### src/inc/timer_regs.svh
`ifndef TIMER_REGS_SVH
`define TIMER_REGS_SVH

// Register byte offsets
`define OFS_FIRST_CTL 8'h00
`define OFS_SECOND_CTL 8'h04
`define OFS_OUTPUT_CTL 8'h08
`define OFS_CAPTURE_EDGE 8'h0C
`define OFS_EVENT_EDGE 8'h10
`define OFS_PERIOD 8'h14
`define OFS_COUNTER 8'h18
`define OFS_CAPTURE0 8'h1C
`define OFS_CAPTURE1 8'h20
`define OFS_CAPTURE2 8'h24
`define OFS_CAPTURE3 8'h28

// Field positions in first_control_reg
`define BIT_RUN 7
`define BIT_CKS_LO 0
`define BIT_CKS_HI 2

// Field positions in second_control_reg
`define BIT_SW_TRIGGER 6
`define BIT_EVENT_CLK_EN 5
`define BIT_MODE_LO 0
`define BIT_MODE_HI 2

// Operating mode codes
`define MODE_INTERVAL 3'h0
`define MODE_EVENT_COUNT 3'h1
`define MODE_EXT_TRIGGER 3'h2
`define MODE_ONE_SHOT 3'h3
`define MODE_PWM 3'h4
`define MODE_FREE_RUN 3'h5
`define MODE_PULSE_MEASURE 3'h6

// Edge select codes
`define EDGE_NONE 2'h0
`define EDGE_RISE 2'h1
`define EDGE_FALL 2'h2
`define EDGE_BOTH 2'h3

// Reset values and counts
`define PERIOD_RESET 16'hFFFF
`define COUNTER_ZERO 16'h0000
`define COUNTER_ONE 16'h0001
`define PRESCALE_ONE 8'h01
`define CAPTURE_CHANNELS 4

`endif

### src/inc/timer_pkg.sv
package timer_pkg;

  // First control register contents
  typedef struct packed {
    logic run;
    logic [2:0] clock_select;
  } first_ctl_s;

  // Second control register contents
  typedef struct packed {
    logic event_clk_en;
    logic [2:0] mode;
  } second_ctl_s;

  // Output control: level and enable per output
  typedef struct packed {
    logic [1:0] level;
    logic [1:0] enable;
  } output_ctl_s;

  // Event and trigger edge selection
  typedef struct packed {
    logic [1:0] trigger_edge;
    logic [1:0] event_edge;
  } event_edge_s;

  typedef logic [15:0] count_t;

endpackage

### src/design/edge_sync_detect.sv
`include "timer_regs.svh"

module edge_sync_detect (
  input wire logic clk_sys,      // System clock
  input wire logic reset,        // Synchronous reset, active high
  input wire logic pin_in,       // Asynchronous pin level
  input wire logic [1:0] edge_sel, // Edge selection code
  input wire logic enable,       // Detection allowed
  output logic edge_pulse        // One-cycle pulse on a selected edge
);

  logic sync1_reg;
  logic sync2_reg;
  logic sync3_reg;
  logic level_reg;
  logic settled;
  logic rise;
  logic fall;

  // Three-stage synchroniser; the first stage feeds only the second
  always_ff @(posedge clk_sys)
  begin
    if (reset)
    begin
      sync1_reg <= 1'b0;
      sync2_reg <= 1'b0;
      sync3_reg <= 1'b0;
    end
    else
    begin
      sync1_reg <= pin_in;
      sync2_reg <= sync1_reg;
      sync3_reg <= sync2_reg;
    end
  end

  // Accepted level moves only once the last two stages agree
  always_ff @(posedge clk_sys)
  begin
    if (reset)
      level_reg <= 1'b0;
    else if (settled)
      level_reg <= sync3_reg;
  end

  // Edge decode: a change counts when stages two and three agree on it
  assign settled = (sync2_reg == sync3_reg);
  assign rise = settled & sync3_reg & ~level_reg;
  assign fall = settled & ~sync3_reg & level_reg;

  always_comb
  begin
    case (edge_sel)
      `EDGE_RISE: edge_pulse = enable & rise;
      `EDGE_FALL: edge_pulse = enable & fall;
      `EDGE_BOTH: edge_pulse = enable & (rise | fall);
      default: edge_pulse = 1'b0;
    endcase
  end

endmodule

### src/design/timer_unit_b.sv
// The placing of the registers and the APB slave port are this design's own decisions.
`include "timer_regs.svh"

module timer_unit_b (
  input wire logic clk_sys,            // 200 MHz system clock
  input wire logic reset,              // Synchronous reset, active high
  input wire logic psel,               // APB select
  input wire logic penable,            // APB enable
  input wire logic pwrite,             // APB write direction
  input wire logic [7:0] paddr,        // APB byte address
  input wire logic [31:0] pwdata,      // APB write data
  output logic [31:0] prdata,          // APB read data
  output logic pready,                 // APB ready
  output logic pslverr,                // APB error for unmapped address
  input wire logic event_in,           // External event count input pin
  input wire logic trigger_in,         // External trigger input pin
  input wire logic [3:0] capture_in,   // Capture trigger input pins
  output logic [1:0] timer_output_pin  // Timer output pins
);

  timer_pkg::first_ctl_s first_ctl_reg;
  timer_pkg::second_ctl_s second_ctl_reg;
  timer_pkg::output_ctl_s output_ctl_reg;
  logic [7:0] capture_edge_reg;
  timer_pkg::event_edge_s event_edge_reg;
  timer_pkg::count_t period_reg;
  timer_pkg::count_t counter_reg;
  timer_pkg::count_t counter_next;
  timer_pkg::count_t capture_reg [`CAPTURE_CHANNELS];
  logic [7:0] prescale_reg;
  logic pulse_active_reg;
  logic wave_reg;
  logic [1:0] pin_next;
  logic pready_reg;
  logic [31:0] prdata_reg;
  logic pslverr_reg;
  logic access_wait;
  logic write_commit;
  logic [31:0] read_value;
  logic read_mapped;
  logic ext_clock_sel;
  logic internal_tick;
  logic event_pulse;
  logic trigger_pulse;
  logic [3:0] capture_pulse;
  logic count_tick;
  logic trig_mode;
  logic capture_mode;
  logic sw_trigger;
  logic start_pulse;
  logic at_period;
  logic count_allowed;

  // True when the APB address selects the given register offset
  function automatic logic addr_hit(input logic [7:0] addr, input logic [7:0] ofs);
    addr_hit = (addr == ofs);
  endfunction

  // Prescaler mask: divide by two to the power of the clock select
  function automatic logic [7:0] prescale_mask(input logic [2:0] sel);
    prescale_mask = 8'((9'h001 << sel) - 9'h001);
  endfunction

  // APB handshake: one wait state, data and error loaded on the same edge as ready
  assign access_wait = psel & penable & ~pready_reg;
  assign write_commit = psel & penable & pready_reg & pwrite;

  always_ff @(posedge clk_sys)
  begin
    if (reset)
      pready_reg <= 1'b0;
    else
      pready_reg <= access_wait;
  end

  // Read multiplexer; reserved bits read as zero
  always_comb
  begin
    read_value = 32'h0000_0000;
    read_mapped = 1'b1;
    if (addr_hit(paddr, `OFS_FIRST_CTL))
    begin
      read_value[`BIT_RUN] = first_ctl_reg.run;
      read_value[`BIT_CKS_HI:`BIT_CKS_LO] = first_ctl_reg.clock_select;
    end
    else if (addr_hit(paddr, `OFS_SECOND_CTL))
    begin
      read_value[`BIT_EVENT_CLK_EN] = second_ctl_reg.event_clk_en;
      read_value[`BIT_MODE_HI:`BIT_MODE_LO] = second_ctl_reg.mode;
    end
    else if (addr_hit(paddr, `OFS_OUTPUT_CTL))
      read_value[3:0] = output_ctl_reg;
    else if (addr_hit(paddr, `OFS_CAPTURE_EDGE))
      read_value[7:0] = capture_edge_reg;
    else if (addr_hit(paddr, `OFS_EVENT_EDGE))
      read_value[3:0] = event_edge_reg;
    else if (addr_hit(paddr, `OFS_PERIOD))
      read_value[15:0] = period_reg;
    else if (addr_hit(paddr, `OFS_COUNTER))
      read_value[15:0] = counter_reg;
    else if (addr_hit(paddr, `OFS_CAPTURE0))
      read_value[15:0] = capture_reg[0];
    else if (addr_hit(paddr, `OFS_CAPTURE1))
      read_value[15:0] = capture_reg[1];
    else if (addr_hit(paddr, `OFS_CAPTURE2))
      read_value[15:0] = capture_reg[2];
    else if (addr_hit(paddr, `OFS_CAPTURE3))
      read_value[15:0] = capture_reg[3];
    else
      read_mapped = 1'b0;
  end

  // Response data and error held through the ready cycle
  always_ff @(posedge clk_sys)
  begin
    if (reset)
    begin
      prdata_reg <= 32'h0000_0000;
      pslverr_reg <= 1'b0;
    end
    else if (access_wait)
    begin
      prdata_reg <= pwrite ? 32'h0000_0000 : read_value;
      pslverr_reg <= ~read_mapped;
    end
    else if (!pready_reg)
    begin
      prdata_reg <= 32'h0000_0000;
      pslverr_reg <= 1'b0;
    end
  end

  assign prdata = prdata_reg;
  assign pready = pready_reg;
  assign pslverr = pslverr_reg;

  // Control register writes; software keeps the stop-before-change
  // discipline, so writes are taken as given
  always_ff @(posedge clk_sys)
  begin
    if (reset)
    begin
      first_ctl_reg <= '0;
      second_ctl_reg <= '0;
      output_ctl_reg <= '0;
      capture_edge_reg <= 8'h00;
      event_edge_reg <= '0;
      period_reg <= `PERIOD_RESET;
    end
    else if (write_commit)
    begin
      // Reserved positions are not stored and read back zero
      if (addr_hit(paddr, `OFS_FIRST_CTL))
        first_ctl_reg <= {pwdata[`BIT_RUN], pwdata[`BIT_CKS_HI:`BIT_CKS_LO]};
      if (addr_hit(paddr, `OFS_SECOND_CTL))
        second_ctl_reg <= {pwdata[`BIT_EVENT_CLK_EN], pwdata[`BIT_MODE_HI:`BIT_MODE_LO]};
      if (addr_hit(paddr, `OFS_OUTPUT_CTL))
        output_ctl_reg <= pwdata[3:0];
      if (addr_hit(paddr, `OFS_CAPTURE_EDGE))
        capture_edge_reg <= pwdata[7:0];
      if (addr_hit(paddr, `OFS_EVENT_EDGE))
        event_edge_reg <= pwdata[3:0];
      if (addr_hit(paddr, `OFS_PERIOD))
        period_reg <= pwdata[15:0];
    end
  end

  // Mode decode
  assign ext_clock_sel = second_ctl_reg.event_clk_en
    | (second_ctl_reg.mode == `MODE_EVENT_COUNT);
  assign trig_mode = (second_ctl_reg.mode == `MODE_EXT_TRIGGER)
    | (second_ctl_reg.mode == `MODE_ONE_SHOT);
  assign capture_mode = first_ctl_reg.run & ((second_ctl_reg.mode == `MODE_FREE_RUN)
    | (second_ctl_reg.mode == `MODE_PULSE_MEASURE));

  // Input pins: event edge only when event clock chosen, trigger only in trigger modes
  edge_sync_detect u_event_edge (
    .clk_sys(clk_sys),
    .reset(reset),
    .pin_in(event_in),
    .edge_sel(event_edge_reg.event_edge),
    .enable(ext_clock_sel),
    .edge_pulse(event_pulse)
  );

  edge_sync_detect u_trigger_edge (
    .clk_sys(clk_sys),
    .reset(reset),
    .pin_in(trigger_in),
    .edge_sel(event_edge_reg.trigger_edge),
    .enable(trig_mode),
    .edge_pulse(trigger_pulse)
  );

  // One capture detector per channel, two select bits each
  generate
    for (genvar ch = 0; ch < `CAPTURE_CHANNELS; ch++)
    begin : g_capture
      edge_sync_detect u_capture_edge (
        .clk_sys(clk_sys),
        .reset(reset),
        .pin_in(capture_in[ch]),
        .edge_sel(capture_edge_reg[2*ch+1:2*ch]),
        .enable(capture_mode),
        .edge_pulse(capture_pulse[ch])
      );
    end
  endgenerate

  // Internal prescaler, cleared while stopped so the first tick is predictable
  always_ff @(posedge clk_sys)
  begin
    if (reset || !first_ctl_reg.run)
      prescale_reg <= 8'h00;
    else
      prescale_reg <= prescale_reg + `PRESCALE_ONE;
  end

  assign internal_tick = (prescale_reg & prescale_mask(first_ctl_reg.clock_select))
    == prescale_mask(first_ctl_reg.clock_select);
  assign count_tick = ext_clock_sel ? event_pulse : internal_tick;

  // Software trigger is a write of one in a trigger mode while running
  assign sw_trigger = write_commit & addr_hit(paddr, `OFS_SECOND_CTL) & pwdata[`BIT_SW_TRIGGER]
    & trig_mode & first_ctl_reg.run;
  assign start_pulse = first_ctl_reg.run & (sw_trigger | trigger_pulse);
  assign at_period = (counter_reg == period_reg);
  assign count_allowed = first_ctl_reg.run & count_tick & (!trig_mode | pulse_active_reg);

  // Pulse window for trigger and one-shot modes
  always_ff @(posedge clk_sys)
  begin
    if (reset || !first_ctl_reg.run)
      pulse_active_reg <= 1'b0;
    else if (start_pulse)
      pulse_active_reg <= 1'b1;
    else if (trig_mode && count_allowed && at_period)
      pulse_active_reg <= 1'b0;
  end

  // Counter next value
  always_comb
  begin
    counter_next = counter_reg;
    if (!first_ctl_reg.run)
      counter_next = `COUNTER_ZERO;
    else if (start_pulse)
      counter_next = `COUNTER_ZERO;
    else if (capture_pulse[0] && second_ctl_reg.mode == `MODE_PULSE_MEASURE)
      counter_next = `COUNTER_ZERO;
    else if (count_allowed)
    begin
      if (at_period && second_ctl_reg.mode != `MODE_FREE_RUN)
        counter_next = `COUNTER_ZERO;
      else
        counter_next = counter_reg + `COUNTER_ONE;
    end
  end

  always_ff @(posedge clk_sys)
  begin
    if (reset)
      counter_reg <= `COUNTER_ZERO;
    else
      counter_reg <= counter_next;
  end

  // Capture latches, only reachable in the capture modes
  always_ff @(posedge clk_sys)
  begin
    if (reset)
    begin
      for (int i = 0; i < `CAPTURE_CHANNELS; i++)
        capture_reg[i] <= `COUNTER_ZERO;
    end
    else
    begin
      for (int i = 0; i < `CAPTURE_CHANNELS; i++)
        if (capture_pulse[i])
          capture_reg[i] <= counter_reg;
    end
  end

  // Output waveform: toggles at the period, or follows the pulse window
  always_ff @(posedge clk_sys)
  begin
    if (reset || !first_ctl_reg.run)
      wave_reg <= 1'b0;
    else if (!trig_mode && count_allowed && at_period)
      wave_reg <= ~wave_reg;
  end

  // Pin level is the output level, inverted by the wave only when enabled
  always_comb
  begin
    for (int i = 0; i < 2; i++)
      pin_next[i] = output_ctl_reg.level[i] ^ (output_ctl_reg.enable[i]
        & (trig_mode ? pulse_active_reg : wave_reg));
  end

  always_ff @(posedge clk_sys)
  begin
    if (reset)
      timer_output_pin <= 2'h0;
    else
      timer_output_pin <= pin_next;
  end
endmodule

### config.mk
export PLATFORM = sky130hd
export DESIGN_NAME = timer_unit_b
export DESIGN_NICKNAME = d
export VERILOG_FILES = /design/src/inc/timer_pkg.sv /design/src/design/edge_sync_detect.sv /design/src/design/timer_unit_b.sv
export VERILOG_INCLUDE_DIRS = /design/src /design/src/inc
export SDC_FILE = /design/constraint.sdc
export NUM_CORES = 1
export LEC_CHECK = 0
export ABC_AREA = 1
export BUFFER_PORTS_ARGS = -buffer_cell sky130_fd_sc_hd__buf_4
export CAP_MARGIN = 20
export CORE_UTILIZATION = 50
export DETAILED_ROUTE_END_ITERATION = 12
export PLACE_DENSITY = 0.7
export RECOVER_POWER = 50
export SLEW_MARGIN = 0
export SYNTH_ARGS = -nofsm -noshare
export SYNTH_HDL_FRONTEND = slang
export SYNTH_HIERARCHICAL = 1
export SYNTH_SLANG_ARGS = --single-unit
### constraint.sdc
create_clock -name clk_sys -period 2.7 [get_ports clk_sys]
set_input_delay 0.54 -clock clk_sys [delete_from_list [all_inputs] [get_ports clk_sys]]
set_output_delay 0.54 -clock clk_sys [all_outputs]
set_load 0.02 [all_outputs]
== After elaboration in Yosys (flattened, before gate mapping) ==
Memory sizes are Yosys's and may differ from the RTL's.
Index checks and enable logic that the tools add are counted.

* Register bits after elaboration: 126
* RAM bits: 64
* Bits of input ports: 51
* Memories kept: 1

* Add/sub/neg operators: 3
* Equality and inequality tests: 43
* Shifts and indexed selects: 1
* Multiplexer cells: 74
* Bitwise operators: 90
* Reductions and logical operators: 18

{| class="wikitable"
|+ Memory list
! name !! depth !! bits a word !! rd ports !! clocked after Yosys merged registers in !! wr ports !! RTL line !! RTL
|-
| capture_reg || 4 || 16 || 4 || 0 || 4 || timer_unit_b.sv:29 || <nowiki>timer_pkg::count_t capture_reg [`CAPTURE_CHANNELS];</nowiki>
|}

{| class="wikitable"
|+ Operators with widths
! kind !! number
|-
| two-way mux 16 bit || 17
|-
| two-way mux 12 bit || 6
|-
| two-way mux 32 bit || 2
|-
| bitwise AND 1 bit || 56
|-
| two-way mux 1 bit || 33
|-
| equality test 8 x 5 -> 1 bit (second input constant) || 4
|-
| equality test 2 bit (second input constant) || 12
|-
| equality test 8 x 6 -> 1 bit (second input constant) || 3
|-
| two-way mux 8 bit || 3
|-
| one-hot mux 1 bit (3 select lines) || 6
|-
| adder 16 x 1 -> 16 bit (second input constant) || 1
|-
| equality test 16 bit || 1
|-
| equality test 8 x 4 -> 1 bit (second input constant) || 2
|-
| inverter 1 bit || 16
|-
| OR 1 bit || 15
|-
| equality test 2 x 1 -> 1 bit (second input constant) || 6
|-
| two-way mux 4 bit || 3
|-
| AND reduction 2 bit || 6
|-
| two-way mux 10 bit || 1
|-
| adder 8 x 1 -> 8 bit (second input constant) || 1
|-
| bitwise AND 8 bit || 1
|-
| equality test 8 x 3 -> 1 bit (second input constant) || 1
|-
| equality test 8 bit || 1
|-
| zero test 8 bit || 1
|-
| 16 further kinds || 31
|}

== Logic depth before layout (Yosys ltp) ==
* Word-level depth: 23
* Mapped depth: 14
* Mapped depth without buffers: 14

== Modules after synthesis ==
Netlist, hierarchy kept.

{| class="wikitable"
|+ By module, submodules not included
! module !! instances !! cells an instance !! area each (um2) !! seq. area each (um2)
|-
| timer_unit_b || 1 || 945 || 7,676.1 || 3,623.5
|-
| edge_sync_detect || 6 || 22 || 182.7 || 80.1
|}

== Worst setup path before layout ==
Ideal clock, no wire load.

* Kind: input to register
* From: input reset
* To: memory capture_reg[0][0] in the netlist's numbering (enable)
* Arrival: 1.712 ns
* Setup slack: 0.623 ns
* Stages: 5
* Cells stage by stage: clkbuf_1 -> inv_1 -> clkbuf_1 -> clkbuf_1 -> nand2_1

{| class="wikitable"
|+ RTL lines
! item !! RTL line !! RTL
|-
| start, declared || timer_unit_b.sv:6 || <nowiki>input wire logic reset,</nowiki>
|-
| end, declared || timer_unit_b.sv:29 ||
|}

==> summary.txt <==
Pwr
  – Leakage: 3.66 nW
  – Tot Pwr: 5.46 mW
  – Peak VDD IR: 0.000533 V
  – Pwr/cell area: 558 nW/um^2

Synth
  – Mapped Cells: 1,077
  – Post-Synth Simple-Gate Area: 27.2%
  – Post-synthesis mux area share: 0%
  – Post-synthesis xor/xnor area fraction: 2.30%
  – Primary FF master, synth: dfxtp_1
  – Synth Cell Area: 8770 um^2
  – Post-synth ARST share: 0%
  – Yosys reg bits: 173
  – Sequential fraction of the synthesis area: 46.8%
  – Compound-Gate Fraction of Synth Area: 11.7%
  – Syn avg cell area: 8.14 um^2
  – EDFF count, synth: 64
  – Number of library cell types mapped by synthesis: 47
  – Synth warn: 6
  – Adder-cell share of the synthesized area: 2.14%
  – Main combinational cell family by area after synthesis: simple AND/OR/NAND/NOR gates

Detailed routing
  – Total wire length: 21,100 um
  – DRC viols: 0
  – DR vias: 7,252
  – WL/cell: 15.5 um
  – Post-route ant nets: 0
  – Initial DRT Pass Iterations: 5
  – DR vias/cell: 5.31
  – Iteration-0 DRC Markers: 700

Timing
  – Relative slew slack: 13.9%
  – Worst-Margin Slew: 1.29 ns
  – Worst Skew: 0.0103 ns
  – Fin crit share: 90.0%
  – Minimum clock period after layout: 2.43 ns
  – Max Clk Rate: 0.411 GHz
  – Setup TNS: 0 ns
  – Fin Hold WS: 0.306 ns
  – RSZ-0062 raised after global routing: no
  – Fin. Hold Viols: 0
  – Final setup viols: 0
  – Max Slew Vio Count: 0

Global routing
  – Largest net degree at the start of global routing: 35
  – Grt ovf: 0
  – GRT Resource Usage Total: 24.1%
  – Number of global-route vias before repair: 6,492
  – Initial antenna violation count: 0
  – First-pass GRT wire length: 33,500 um

Run status
  – Status: finished, final reports clean

Layout
  – Number of flip-flops in the largest register: 64
  – FILL cells: 1,547
  – Final core occ: 56.8%
  – Final #Nets: 1,193
  – Diodes inserted: 0
  – Share of cells above drive strength 1: 15.4%
  – Layout area overhead: 11.6%

CTS
  – Post-CTS Setup Repair Bufs: 0
  – Hold buffer count at CTS: 0
  – CTS tree: done
  – Clk sinks: 173
  – Clk Latency, worst-skew pair: 0.44 ns
  – Post_cts resized: 0
  – Longest Clk Path Bufs: 2
  – Clock root buffer: clkbuf_16
  – Clock-pin transition on the worst setup and hold timing paths: 0.07 ns
  – Num CTS Buffers: 17
  – H-tree depth: 4

Floorplan
  – FP Rows: 48
  – Initial Util: 50.9%
  – I/O pin total: 87
  – Core Footprint: 17,200 um^2
  – Die Y-Extent: 134 um
  – DIE AREA: 18,100 um^2
  – Die X: 134 um

Worst hold path
  – Hold Path Sink: g_capture[2].u_capture_edge/sync1_reg
  – Beginning of the worst hold path: capture_in[2]
  – Hold depth: 3
  – Worst min-delay path category: primary input to register

Worst setup path
  – R2R Setup Slk: 0.27 ns
  – R2R Path End: capture_reg[0][12]
  – FF-to-FF path depth: 7
  – Crit path launch type: register
  – Critical Path RT: 2.79 ns
  – Worst Path Max Fanout: 16
  – Reg2reg start: second_ctl_reg[2]
  – WP data arrival: 2.52 ns
  – Crit Path Class: register to register
  – Worst setup EP type: register

Placement
  – I/O Buffers: 54
  – Post-detail-place hpwl: 15,200 um
  – GP Congestion: 0.911

Run
  – MaxCap Viol Count: 0
[through the flow]
step / area, um^2 / setup WS, ns / cells
floorplan: 8830 / 0.623 / 1092
CTS: 9900 / 0.362 / 1365
detailed placement: 9290 / 0.360 / 1333
global route: 9790 / 0.101 / 1365
global placement: 9290 / 0.395 / 1333
finish: 9790 / 0.270 / 1365
[power by group]
| part | internal [mW] | total (mW) | leakage, nW | switching, mW |
|---|---|---|---|---|
| logic | 0.0647 | 0.211 | 1.82 | 0.146 |
| registers | 2.74 | 2.76 | 1.54 | 0.0164 |
| clock network | 1.39 | 2.49 | 0.292 | 1.10 |
| total | 4.20 | 5.46 | 3.66 | 1.26 |
[per-layer routing]
metal	track usage [%]	up-vias	routed length, um	share of wire, %
met4	7.37	0	333	1.6
met1	35.4	3369	9940	47
met5	0	-	0	0
met2	36.3	254	9320	44
li1	-	3602	-	-
met3	4.20	27	1510	7.1
[cell type report]
class	instances	area, um^2	area share, %
Inverter	142	537	5.48
Timing Repair Buffer	68	423	4.32
Sequential cell	173	4100	41.9
Tap cell	225	282	2.88
Multi-Input combinational cell	725	3840	39.2
Clock buffer	17	425	4.35
Clock inverter	15	178	1.82
[cell families after synthesis]
group / count (synthesis)
DFF: 173
buffers and inverters: 194
adders and majority gates: 15
and+or+nand+nor: 501
AOI/OAI and AO/OA: 170
other: 1
xor gates and xnor gates: 23
[synth_stat cells, drive strengths merged (2+ instances only)]
library cell	count	area, um^2
nand2	197	800
nor2	163	706
inv	141	532
dfxtp	109	2180
a21oi	96	571
nand3	83	470
edfxtp	64	1920
o21ai	46	234
buf	37	269
xor2	23	201
nand4	18	113
o211ai	18	135
nand3b	17	128
nor3	16	111
clkbuf	15	57.6
ha	15	188
o22ai	4	25.0
or2	4	25.0
nor4	2	27.5
o2111ai	2	17.5
o31ai	2	28.8
[worst max-delay path, cell delays in order (launching register included)]
cell      delay (ns)
dfxtp_1         0.51
nand3_1         0.26
a21oi_1         0.41
inv_1           0.08
a21oi_1         0.28
inv_1           0.11
nand2_1         0.08
clkbuf_2        0.35
[how the worst max path moves through the flow]
stage               depth (start not counted)  slack (ns)                  to         startpoint
floorplan                                   5        0.62   capture_reg[0][0]              reset
global placement                           12        0.40           prdata[6]           paddr[0]
detailed placement                          9        0.36      period_reg[11]           paddr[7]
CTS                                         6        0.36   capture_reg[1][4]  second_ctl_reg[2]
global route                                7        0.10  capture_reg[0][12]  second_ctl_reg[2]
finish                                      7        0.27  capture_reg[0][12]  second_ctl_reg[2]
[placed cells by master, fill, tap and decap left out, drive strengths merged, types with 17 or more instances in the layout]
master,n
nand2,197
nor2,163
inv,148
dfxtp,109
a21oi,96
nand3,83
edfxtp,64
o21ai,46
buf,43
clkbuf,42
xor2,23
nand4,18
o211ai,18
nand3b,17
Note: power is estimated with default switching activity, not from simulation.
